[src/sync_serial_port_pkg.sv]
// constants, codes and states shared by the synchronous serial port
package sync_serial_port_pkg;
  // ********************************************
  // frame formats and word layout
  // ********************************************
  localparam logic [1:0] FMT_PULSED = 2'h0;
  localparam logic [1:0] FMT_SELECT = 2'h1;
  localparam logic [1:0] FMT_COMMAND = 2'h2;
  localparam int WORD_WIDTH = 16;
  localparam int FIFO_DEPTH = 8;
  localparam logic [5:0] CONTROL_LAST_SHIFT_EDGE = 6'h0e;
  localparam logic [5:0] COMMAND_FIRST_CAPTURE_EDGE = 6'h13;
  localparam logic [4:0] COMMAND_EXTRA_BITS = 5'h09;
  // ********************************************
  // status bit positions, service levels, reset values
  // ********************************************
  localparam int IRQ_TX_SERVICE = 0;
  localparam int IRQ_RX_SERVICE = 1;
  localparam int IRQ_RX_TIMEOUT = 2;
  localparam int IRQ_RX_OVERRUN = 3;
  localparam logic [3:0] TX_SERVICE_LEVEL = 4'h4;
  localparam logic [3:0] RX_SERVICE_LEVEL = 4'h4;
  localparam logic [6:0] TIMEOUT_HALF_BITS = 7'h40;
  localparam logic [3:0] STATUS_RESET = 4'h0;
  localparam logic [3:0] COUNT_RESET = 4'h0;
  localparam logic [5:0] EDGE_RESET = 6'h00;
  // ********************************************
  // frame engine states
  // ********************************************
  typedef enum logic [2:0] {
    ST_IDLE = 3'b001,
    ST_RUN = 3'b010,
    ST_GAP = 3'b100
  } state_type;
endpackage : sync_serial_port_pkg

[src/sync_serial_port.sv]
// synchronous serial port: divider, two fifos, frame engine, interrupt status
// Function
// - first divider stage divides system clock by even prescale 2..254
// - second stage divides by rate field plus one; bit clock is product
// - each data write while ready pushes into an 8 deep 16 bit transmit fifo
// - received words load an 8 deep receive fifo; a read pops oldest
// - master and slave both shift transmit words out on the transmit line
// - four interrupt conditions, enabled ones ORed into one request
// - each interrupt source has its own enable mask bit
// - raw and masked interrupt state both readable
// - word size 4 to 16 bits, most significant bit first, three formats
// - bit clock idles inactive and toggles only during a frame
// - receive timeout raised when bit clock idle and receive fifo holds data
// - select and command formats hold active low frame line whole frame
// - pulsed format: frame pulse one bit before; launch rising, sample falling
// - pulsed format idle: clock and frame low, transmit line released
// - pulsed format: frame pulse, load shifter, MSB out on next rising edge
// - pulsed format: master word enters receive fifo on rising edge after LSB, slave word on the LSB falling edge
// - command format sends 8 bit control first, nothing received meanwhile
// - select format polarity bit sets idle bit clock level
// - select format phase bit picks first or second transition for sampling
// - select format phase zero raises frame line between words
// - select format phase one keeps frame line low between words
// - select format frame line returns high one bit after last capture
`timescale 1ns/1ns
module sync_serial_port (
  input wire logic clk,
  input wire logic rstn,
  input wire logic port_enable,
  input wire logic master_mode,
  input wire logic [1:0] frame_format,
  input wire logic [3:0] word_size_minus_one,
  input wire logic clock_polarity_bit,
  input wire logic clock_phase_bit,
  input wire logic [7:0] clock_prescale_divisor,
  input wire logic [7:0] serial_clock_rate_field,
  input wire logic [3:0] interrupt_mask,
  input wire logic timeout_clear,
  input wire logic overrun_clear,
  input wire logic tx_write,
  input wire logic [15:0] tx_write_data,
  output logic tx_write_ready,
  input wire logic rx_read,
  output logic [15:0] rx_read_data,
  output logic rx_read_valid,
  output logic [3:0] raw_interrupt_status,
  output logic [3:0] masked_interrupt_status,
  output logic interrupt_request,
  output logic serial_bit_clock_out,
  output logic serial_bit_clock_oe,
  input wire logic serial_bit_clock_in,
  output logic frame_select_line_out,
  output logic frame_select_line_oe,
  input wire logic frame_select_line_in,
  output logic serial_transmit_line_out,
  output logic serial_transmit_line_oe,
  input wire logic serial_receive_line
);
  // ********************************************
  // storage
  // ********************************************
  logic [15:0] tx_mem [sync_serial_port_pkg::FIFO_DEPTH];
  logic [15:0] rx_mem [sync_serial_port_pkg::FIFO_DEPTH];
  logic [2:0] tx_wr_ptr, tx_rd_ptr, rx_wr_ptr, rx_rd_ptr;
  logic [3:0] tx_count, rx_count;
  logic [6:0] pre_cnt;
  logic [7:0] rate_cnt;
  logic [6:0] idle_cnt;
  logic [5:0] edge_k;
  logic [15:0] tx_shift, rx_shift;
  logic [3:0] raw_status;
  logic [1:0] capture_dly, push_dly;
  logic sclk_s1, sclk_s2, sclk_s3, fss_s1, fss_s2, rx_s1, rx_s2;
  sync_serial_port_pkg::state_type state;

  // ********************************************
  // decode
  // ********************************************
  wire is_pulsed = frame_format == sync_serial_port_pkg::FMT_PULSED;
  wire is_select = frame_format == sync_serial_port_pkg::FMT_SELECT;
  wire is_command = frame_format == sync_serial_port_pkg::FMT_COMMAND;
  wire running = state == sync_serial_port_pkg::ST_RUN;
  wire idle = state == sync_serial_port_pkg::ST_IDLE;
  // prescale forced even by dropping bit 0; a zero divisor acts as two
  wire [6:0] pre_end = (clock_prescale_divisor[7:1] == 7'h00) ? 7'h00 : clock_prescale_divisor[7:1] - 7'h01;
  wire half_tick = (pre_cnt == pre_end) && (rate_cnt == serial_clock_rate_field);
  wire [4:0] word_bits = {1'b0, word_size_minus_one} + 5'h01;
  wire [4:0] frame_bits = is_command ? word_bits + sync_serial_port_pkg::COMMAND_EXTRA_BITS
                        : (is_pulsed ? word_bits + 5'h01 : word_bits);
  wire [5:0] last_edge = {frame_bits, 1'b0};
  // phase zero captures on odd edges, so its frame ends one half bit sooner
  wire [5:0] end_edge = last_edge + ((is_pulsed || (is_select && !clock_phase_bit)) ? 6'h01 : 6'h02);
  wire [15:0] word_mask = 16'hffff >> (4'hf - word_size_minus_one);
  wire slave_edge = sclk_s2 ^ sclk_s3;
  wire advance = running && (master_mode ? half_tick : slave_edge);
  wire [5:0] next_k = edge_k + 6'h01;
  wire in_edges = next_k <= last_edge;
  wire tx_has = tx_count != 4'h0;
  // select format: phase zero samples odd transitions, phase one even ones
  wire cap_select = clock_phase_bit ? ~next_k[0] : next_k[0];
  wire shift_select = clock_phase_bit ? (next_k[0] && next_k >= 6'h03) : (~next_k[0] && next_k < last_edge);
  // pulsed format samples on falling (even) edges after the frame pulse
  wire cap_pulsed = ~next_k[0] && next_k >= 6'h04;
  wire shift_pulsed = next_k[0] && next_k >= 6'h05;
  // command format receives nothing while the control byte goes out
  wire cap_command = next_k[0] && next_k >= sync_serial_port_pkg::COMMAND_FIRST_CAPTURE_EDGE;
  wire shift_command = ~next_k[0] && next_k <= sync_serial_port_pkg::CONTROL_LAST_SHIFT_EDGE;
  wire capture = advance && in_edges && (is_select ? cap_select : (is_pulsed ? cap_pulsed : cap_command));
  wire shift_out = advance && in_edges && (is_select ? shift_select : (is_pulsed ? shift_pulsed : shift_command));
  wire master_start = port_enable && master_mode && idle && tx_has && half_tick;
  wire slave_start = port_enable && !master_mode && idle
                   && (is_pulsed ? (fss_s2 && slave_edge && sclk_s2) : !fss_s2);
  wire slave_abort = running && !master_mode && !is_pulsed && fss_s2;
  wire frame_end = advance && (master_mode ? next_k == end_edge : next_k == last_edge);
  // phase one may chain words with the frame line held low
  wire chain = frame_end && master_mode && is_select && clock_phase_bit && tx_has;
  wire tx_pop = master_start || (slave_start && tx_has) || chain;
  wire tx_push = tx_write && tx_write_ready;
  // a master reads the receive pin through the synchroniser, so its own capture
  // and push strobes wait the same two clocks; a slave's edges already lag
  wire rx_capture = master_mode ? capture_dly[1] : capture;
  wire rx_push = master_mode ? push_dly[1] : frame_end;
  wire rx_full = rx_count == 4'h8;
  wire rx_pop = rx_read && rx_read_valid;
  wire idle_level = is_select && clock_polarity_bit;

  // ********************************************
  // host side of the fifos
  // ********************************************
  assign tx_write_ready = tx_count != 4'h8;
  assign rx_read_valid = rx_count != 4'h0;
  assign rx_read_data = rx_mem[rx_rd_ptr];
  assign masked_interrupt_status = raw_status & interrupt_mask;
  assign interrupt_request = |masked_interrupt_status;
  assign raw_interrupt_status = raw_status;

  // ********************************************
  // pins
  // ********************************************
  // clock toggles only inside the edge window of a running frame
  assign serial_bit_clock_out = idle_level ^ (running && edge_k <= last_edge && edge_k[0]);
  assign serial_bit_clock_oe = port_enable && master_mode;
  // pulsed format drives high for the two half bits after the first rise
  assign frame_select_line_out = is_pulsed ? (running && (edge_k == 6'h01 || edge_k == 6'h02))
                               : !running;
  assign frame_select_line_oe = port_enable && master_mode;
  assign serial_transmit_line_out = running && (is_command ? (edge_k < 6'h10 && tx_shift[7])
                                  : tx_shift[word_size_minus_one]);
  // pulsed format and slave mode release the line between frames
  assign serial_transmit_line_oe = port_enable && ((is_pulsed || !master_mode) ? running : 1'b1);

  // ********************************************
  // pin synchronisers
  // ********************************************
  always_ff @(posedge clk) begin
    sclk_s1 <= serial_bit_clock_in;
    sclk_s2 <= sclk_s1;
    sclk_s3 <= sclk_s2;
    fss_s1 <= frame_select_line_in;
    fss_s2 <= fss_s1;
    rx_s1 <= serial_receive_line;
    rx_s2 <= rx_s1;
  end

  // ********************************************
  // bit rate divider
  // ********************************************
  // free running so a master frame always starts on a half bit boundary
  always_ff @(posedge clk) begin
    if (!rstn || pre_cnt == pre_end) begin
      pre_cnt <= 7'h00;
    end else begin
      pre_cnt <= pre_cnt + 7'h01;
    end
  end

  always_ff @(posedge clk) begin
    if (!rstn || half_tick) begin
      rate_cnt <= 8'h00;
    end else if (pre_cnt == pre_end) begin
      rate_cnt <= rate_cnt + 8'h01;
    end
  end

  // ********************************************
  // transmit fifo
  // ********************************************
  always_ff @(posedge clk) begin
    if (tx_push) begin
      tx_mem[tx_wr_ptr] <= tx_write_data;
    end
  end

  always_ff @(posedge clk) begin
    if (!rstn) begin
      tx_wr_ptr <= 3'h0;
      tx_rd_ptr <= 3'h0;
      tx_count <= sync_serial_port_pkg::COUNT_RESET;
    end else begin
      tx_wr_ptr <= tx_wr_ptr + {2'h0, tx_push};
      tx_rd_ptr <= tx_rd_ptr + {2'h0, tx_pop};
      tx_count <= tx_count + {3'h0, tx_push} - {3'h0, tx_pop};
    end
  end

  // ********************************************
  // receive fifo
  // ********************************************
  // a word arriving into a full fifo is dropped and flagged as overrun
  always_ff @(posedge clk) begin
    if (rx_push && !rx_full) begin
      rx_mem[rx_wr_ptr] <= rx_shift & word_mask;
    end
  end

  always_ff @(posedge clk) begin
    if (!rstn) begin
      rx_wr_ptr <= 3'h0;
      rx_rd_ptr <= 3'h0;
      rx_count <= sync_serial_port_pkg::COUNT_RESET;
    end else begin
      rx_wr_ptr <= rx_wr_ptr + {2'h0, rx_push && !rx_full};
      rx_rd_ptr <= rx_rd_ptr + {2'h0, rx_pop};
      rx_count <= rx_count + {3'h0, rx_push && !rx_full} - {3'h0, rx_pop};
    end
  end

  // ********************************************
  // frame engine
  // ********************************************
  always_ff @(posedge clk) begin
    if (!rstn) begin
      state <= sync_serial_port_pkg::ST_IDLE;
      edge_k <= sync_serial_port_pkg::EDGE_RESET;
    end else begin
      unique case (state)
        sync_serial_port_pkg::ST_IDLE: begin
          if (master_start || slave_start) begin
            state <= sync_serial_port_pkg::ST_RUN;
            edge_k <= (slave_start && is_pulsed) ? 6'h01 : 6'h00;
          end
        end
        sync_serial_port_pkg::ST_RUN: begin
          if (slave_abort) begin
            state <= sync_serial_port_pkg::ST_IDLE;
          end else if (chain) begin
            edge_k <= 6'h00;
          end else if (frame_end) begin
            // phase zero master holds the frame line high for a bit between words
            state <= (master_mode && is_select && !clock_phase_bit)
                   ? sync_serial_port_pkg::ST_GAP : sync_serial_port_pkg::ST_IDLE;
            edge_k <= 6'h00;
          end else if (advance) begin
            edge_k <= next_k;
          end
        end
        sync_serial_port_pkg::ST_GAP: begin
          if (half_tick) begin
            edge_k <= next_k;
            if (edge_k == 6'h01) begin
              state <= sync_serial_port_pkg::ST_IDLE;
            end
          end
        end
        default: begin
          state <= sync_serial_port_pkg::ST_IDLE;
        end
      endcase
    end
  end

  // shifters: load on pop, launch by shifting left, capture into bit 0
  always_ff @(posedge clk) begin
    if (!rstn) begin
      tx_shift <= 16'h0000;
    end else if (tx_pop) begin
      tx_shift <= tx_mem[tx_rd_ptr];
    end else if (slave_start) begin
      tx_shift <= 16'h0000;
    end else if (shift_out) begin
      tx_shift <= {tx_shift[14:0], 1'b0};
    end
  end

  // strobe delay matching the receive pin synchroniser; needed at one clock per half bit
  always_ff @(posedge clk) begin
    capture_dly <= rstn ? {capture_dly[0], capture} : 2'h0;
    push_dly <= rstn ? {push_dly[0], frame_end} : 2'h0;
  end

  always_ff @(posedge clk) begin
    if (!rstn) begin
      rx_shift <= 16'h0000;
    end else if (rx_capture) begin
      rx_shift <= {rx_shift[14:0], rx_s2};
    end
  end

  // ********************************************
  // interrupt status
  // ********************************************
  // timeout is counted in half bits so it scales with the bit rate
  always_ff @(posedge clk) begin
    if (!rstn || !idle || rx_count == 4'h0) begin
      idle_cnt <= 7'h00;
    end else if (half_tick && idle_cnt != sync_serial_port_pkg::TIMEOUT_HALF_BITS) begin
      idle_cnt <= idle_cnt + 7'h01;
    end
  end

  // sticky bits: a new event in the clearing cycle wins over the clear
  wire [3:0] next_raw = {(rx_push && rx_full) || (raw_status[sync_serial_port_pkg::IRQ_RX_OVERRUN] && !overrun_clear),
                         (idle_cnt == sync_serial_port_pkg::TIMEOUT_HALF_BITS)
                           || (raw_status[sync_serial_port_pkg::IRQ_RX_TIMEOUT] && !timeout_clear),
                         rx_count >= sync_serial_port_pkg::RX_SERVICE_LEVEL,
                         tx_count <= sync_serial_port_pkg::TX_SERVICE_LEVEL};
  always_ff @(posedge clk) begin
    if (!rstn) begin
      raw_status <= sync_serial_port_pkg::STATUS_RESET;
    end else begin
      raw_status <= next_raw;
    end
  end
endmodule : sync_serial_port

[config.mk]
export PLATFORM = sky130hd
export DESIGN_NAME = sync_serial_port
export DESIGN_NICKNAME = d
export VERILOG_FILES = /design/src/sync_serial_port_pkg.sv /design/src/sync_serial_port.sv
export SDC_FILE = /design/constraint.sdc
export NUM_CORES = 1
export LEC_CHECK = 0
export BUFFER_PORTS_ARGS = -buffer_cell sky130_fd_sc_hd__buf_2
export CAP_MARGIN = 20
export CORE_AREA = 2 2 149 223
export CTS_CLUSTER_SIZE = 10
export DETAILED_ROUTE_END_ITERATION = 8
export DIE_AREA = 0 0 151 225
export GPL_TIMING_DRIVEN = 0
export HOLD_SLACK_MARGIN = 0.02
export MAX_ROUTING_LAYER = met4
export PLACE_DENSITY = 0.66
export SETUP_SLACK_MARGIN = 0.05
export SYNTH_ARGS = -nofsm -noshare
export SYNTH_HDL_FRONTEND = slang
export SYNTH_SLANG_ARGS = --single-unit
[constraint.sdc]
create_clock -name clk -period 11.8 [get_ports clk]
set_input_delay 0.59 -clock clk [delete_from_list [all_inputs] [get_ports clk]]
set_output_delay 0.59 -clock clk [all_outputs]
set_load 0.02 [all_outputs]
==> Implementation_results.wiki <==
{| class="wikitable"
! Metric !! Value
|-
| Status || finished, final reports clean
|-
| Total number of vias || 9742
|-
| Design area || 18300 sq um
|-
| Sum of negative setup slack || 0 ns
|-
| Layout-stage area growth over the synthesis result || 15.64%
|-
| Syn_area_per_cell || roughly 14 sq um
|-
| Antenna-violating nets left || 0
|-
| Hold Path Class || in2reg
|-
| Die footprint || 33980 sq um
|-
| Maximum number of pins on one net before global-route repair || 16
|-
| Iteration-0 DRC count of the detailed router || 586
|-
| Wire length of the first global-routing pass || 55500 microns
|-
| R2R Path End || rx_mem[1][10]
|-
| Clk root buf || sky130_fd_sc_hd__clkbuf_16
|-
| Max-slew violation total from the final report || 0
|-
| Average routed wire per standard cell || just over 20 microns
|-
| Number of library cell types mapped by synthesis || 84
|-
| Worst r2r path cells || 12
|-
| CTS buffer count || 41
|-
| VDD IR-drop max || around 130 uV
|-
| Fmax || 184.7 MHz
|-
| Total Nets Final || 1358
|-
| DR pass1 iterations || 5
|-
| Post-CTS setup buffers || 0
|-
| Worst Tran Pin Value || 1.036 ns
|-
| Crit end category || register
|-
| Fillers || 2549
|-
| Count of endpoints failing setup in the final report || 0
|-
| Crit path arrival time || 5.65 ns
|-
| Share of the yosys chip area belonging to registers || 60.97%
|-
| Final Wtd Congestion || 0.8995
|-
| Number of port buffers || 84
|-
| Crit path required time || 12.03 ns
|-
| Number of enable flip-flop cells after synthesis || ~260
|-
| Final cycle utilization of the critical path || 45.87%
|-
| Post-CTS clock slew at the launch and capture registers of the worst setup and hold paths || roughly 0.050 ns
|-
| Clock skew || around 0.019 ns
|-
| Clock sinks || 354
|-
| Area after DPL || 17100 sq um
|-
| Number of cells produced by synthesis || 1109
|-
| Via count of the first global-routing pass || between 9000 and 10000
|-
| End point of the critical path || rx_mem[1][10]
|-
| DRT Wirelength || 35210 microns
|-
| Drt drc || 0
|-
| Max Root-Sink Buffers || 3
|-
| Final number of hold-violating endpoints || 0
|-
| Y dimension of the die || between 200 and 250 microns
|-
| Nature of the critical path startpoint || input port
|-
| Number of ports placed on the die boundary || 88
|-
| Total number of yosys warnings || 0
|-
| Number of buffers inserted for hold repair after clock tree synthesis || 0
|-
| Clock latency on the worst-skew pair || between 0.5 and 0.6 ns
|-
| Combined global-route utilization of all metal layers || between 20 and 25%
|-
| Layout cells sized above 1 || around 23%
|-
| HPWL after DPL || 24920 microns
|-
| Synth Flop Type || sky130_fd_sc_hd__edfxtp_1
|-
| H-tree levels || 2
|-
| Global-route congestion overflow total || 0
|-
| Initial Util || 49.72%
|-
| Fraction of synthesis flops using an asynchronous set or reset pin || 0%
|-
| DR vias/cell || 5.741
|-
| Final min period || ~5.4 ns
|-
| Number of placement rows || 80
|-
| Register-to-Register Setup Slack || 7.31 ns
|-
| Unrepaired setup endpoints after global routing || false
|-
| Power per standard cell area || between 150 and 200 nW/um^2
|-
| Critical path class || in2reg
|-
| Largest fanout on the critical path || 9
|-
| Die width || 151 microns
|-
| Launch point of the worst reg-to-reg path || edge_k[0]
|-
| Maximum capacitance violations || 0
|-
| Critical Path Source || word_size_minus_one[2]
|-
| Placeable Area || approximately 32000 sq um
|-
| Leakage component of the power || 6.198 nW
|-
| FF+latch count, synth || 354
|-
| Post-synthesis instance area || ~16000 sq um
|-
| TritonCTS clock tree || built
|-
| Number of antenna violations at the first check in global routing || 3
|-
| Worst max-slew margin expressed relative to the limit || 29.95%
|-
| Nets in the synthesized netlist || 1214
|-
| Count of instances resized after the clock tree is built || 0
|}
## flip-flops by register name, indices dropped and copies added (netlist names), 2 cells and up
| signal | flops |
|---|---|
| tx_rd_ptr | 3 |
| rx_wr_ptr | 3 |
| rate_cnt | 8 |
| tx_count | 4 |
| push_dly | 2 |
| edge_k | 6 |
| tx_shift | 16 |
| pre_cnt | 7 |
| rx_rd_ptr | 3 |
| rx_count | 4 |
| idle_cnt | 7 |
| tx_wr_ptr | 3 |
| capture_dly | 2 |
| raw_interrupt_status | 4 |
| state | 3 |
| rx_shift | 16 |
| rx_mem | 128 |
| tx_mem | 128 |
## metal layers
layer | global-route usage, % | up-vias | part of all wire (%)
li1 | - | 4547 | -
met1 | 25.22 | 4870 | 39
met2 | 39.08 | 252 | 53
met3 | 3.785 | 73 | 5.1
met4 | 7.537 | 0 | 3.3
met5 | - | - | 0
## kinds of logic after synthesis
group / Yosys count / synth area share [%]
flip-flops: 354 / 60.97
AND/OR/NAND/NOR: 290 / 9.598
AO/OA/AOI/OAI: 166 / 7.567
multiplexers: 108 / 12.55
buffers and inverters: 92 / 2.324
adder cells (fa/ha/maj): 50 / 4.048
XOR/XNOR: 49 / 2.941
## synth_stat cells, types with 4 or more instances
cell	instances	area share [%]
sky130_fd_sc_hd__xor2_1	13	0.72
sky130_fd_sc_hd__xnor2_1	33	1.8
sky130_fd_sc_hd__a221o_1	15	0.95
sky130_fd_sc_hd__or3_1	6	0.24
sky130_fd_sc_hd__ha_1	48	3.8
sky130_fd_sc_hd__and4_1	4	0.22
sky130_fd_sc_hd__or2_2	5	0.20
sky130_fd_sc_hd__and3_1	8	0.32
sky130_fd_sc_hd__a31oi_1	6	0.24
sky130_fd_sc_hd__buf_1	11	0.26
sky130_fd_sc_hd__a21boi_0	4	0.19
sky130_fd_sc_hd__o21ai_0	31	0.98
sky130_fd_sc_hd__and2_1	24	0.95
sky130_fd_sc_hd__o211a_1	15	0.95
sky130_fd_sc_hd__dfxtp_1	98	12
sky130_fd_sc_hd__a21oi_1	42	1.3
sky130_fd_sc_hd__nor2_1	74	1.8
sky130_fd_sc_hd__o21a_1	5	0.24
sky130_fd_sc_hd__nor3b_1	6	0.28
sky130_fd_sc_hd__mux2_2	33	2.3
sky130_fd_sc_hd__clkbuf_1	35	0.83
sky130_fd_sc_hd__nor2b_1	9	0.36
sky130_fd_sc_hd__nor4_1	5	0.20
sky130_fd_sc_hd__a21o_1	5	0.24
sky130_fd_sc_hd__nand2b_1	15	0.59
sky130_fd_sc_hd__nor3_1	10	0.32
sky130_fd_sc_hd__mux2i_1	6	0.38
sky130_fd_sc_hd__edfxtp_1	256	49
sky130_fd_sc_hd__nand3_1	35	1.1
sky130_fd_sc_hd__inv_1	37	0.88
sky130_fd_sc_hd__nand2_1	52	1.2
sky130_fd_sc_hd__mux4_2	69	9.8
sky130_fd_sc_hd__nand4_1	18	0.71
## final cells by class
class                      instances  area [sq um]  share of cell area, %
multi-input combinational        663          5858                  32.01
clock buffer                      72          1164                  6.359
clock inverter                     2         17.52                0.09572
inverter                          40         150.1                 0.8205
antenna                            3         7.507                0.04102
sequential                       354          9649                  52.73
timing repair buffer             101         723.2                  3.952
buffer                            52         217.7                  1.190
tap                              410         513.0                  2.803
## worst max-delay path: stages
cell                        delay [ns]
sky130_fd_sc_hd__buf_2            0.10
sky130_fd_sc_hd__clkbuf_1         0.37
sky130_fd_sc_hd__inv_1            0.22
sky130_fd_sc_hd__ha_1             0.33
sky130_fd_sc_hd__clkbuf_1         0.27
sky130_fd_sc_hd__nand3_1          0.18
sky130_fd_sc_hd__a2111oi_0        0.47
sky130_fd_sc_hd__a21oi_1          0.17
sky130_fd_sc_hd__and2_1           0.22
sky130_fd_sc_hd__ha_1             0.31
sky130_fd_sc_hd__nand4_1          0.11
sky130_fd_sc_hd__or2_2            0.31
sky130_fd_sc_hd__or3_1            0.42
sky130_fd_sc_hd__a22oi_1          0.39
sky130_fd_sc_hd__nand2_1          0.24
sky130_fd_sc_hd__nor3_2           0.67
sky130_fd_sc_hd__buf_6            0.27
## cells in the final DEF, fill, tap and decap left out, types with 6 or more instances in the layout
cell	n
sky130_fd_sc_hd__ha_1	48
sky130_fd_sc_hd__or3_1	6
sky130_fd_sc_hd__buf_8	8
sky130_fd_sc_hd__nor3_1	6
sky130_fd_sc_hd__buf_1	11
sky130_fd_sc_hd__xnor2_1	33
sky130_fd_sc_hd__mux2_2	33
sky130_fd_sc_hd__nor2b_1	9
sky130_fd_sc_hd__and3_1	8
sky130_fd_sc_hd__xor2_1	13
sky130_fd_sc_hd__nor2_1	62
sky130_fd_sc_hd__nand2_1	52
sky130_fd_sc_hd__o21ai_0	31
sky130_fd_sc_hd__nand3_1	35
sky130_fd_sc_hd__nand4_1	18
sky130_fd_sc_hd__clkbuf_16	42
sky130_fd_sc_hd__clkbuf_1	65
sky130_fd_sc_hd__and2_1	24
sky130_fd_sc_hd__inv_1	37
sky130_fd_sc_hd__buf_6	6
sky130_fd_sc_hd__a31oi_1	6
sky130_fd_sc_hd__dfxtp_1	98
sky130_fd_sc_hd__nand2b_1	15
sky130_fd_sc_hd__nor3b_1	6
sky130_fd_sc_hd__mux2i_1	6
sky130_fd_sc_hd__a221o_1	15
sky130_fd_sc_hd__o211a_1	15
sky130_fd_sc_hd__buf_2	87
sky130_fd_sc_hd__edfxtp_1	256
sky130_fd_sc_hd__nor2_2	12
sky130_fd_sc_hd__mux4_2	69
sky130_fd_sc_hd__a21oi_1	42
## worst min-delay path by stage
stage                         startpoint  slack, ns  cells past startpoint      end
floorplan                         fss_s1       0.31                      0   fss_s2
global placement                 sclk_s1       0.31                      0  sclk_s2
detailed placement                fss_s1       0.32                      0   fss_s2
CTS                  serial_bit_clock_in       0.14                      1  sclk_s1
global route        frame_select_line_in       0.16                      1   fss_s1
finish               serial_bit_clock_in       0.17                      1  sclk_s1
## metrics by stage
| step | std cells | setup slack, ns | power [W] | hold WS (ns) | utilization [%] |
|---|---|---|---|---|---|
| final | 1697 | 6.387 | 0.003033 | 0.1715 | 57.49 |
| after floorplan | 1109 | 6.571 | 0.001780 | 0.3096 | - |
| after global routing | 1697 | 6.011 | 0.003163 | 0.1573 | 57.49 |
| after global placement | 1603 | 4.671 | 0.001920 | 0.3120 | 52.65 |
| after CTS | 1693 | 6.409 | 0.003068 | 0.1440 | 57.42 |
| after detailed placement | 1619 | 5.855 | 0.001938 | 0.3178 | 53.71 |
## power by group
part	total (W)	switching (W)	internal, W
sequential	0.00140	0.0000237	0.00138
combinational	0.000506	0.000281	0.000225
clock	0.00113	0.000463	0.000665
total	0.00303	0.000767	0.00227
No activity file was read; power rests on OpenSTA's default activity.
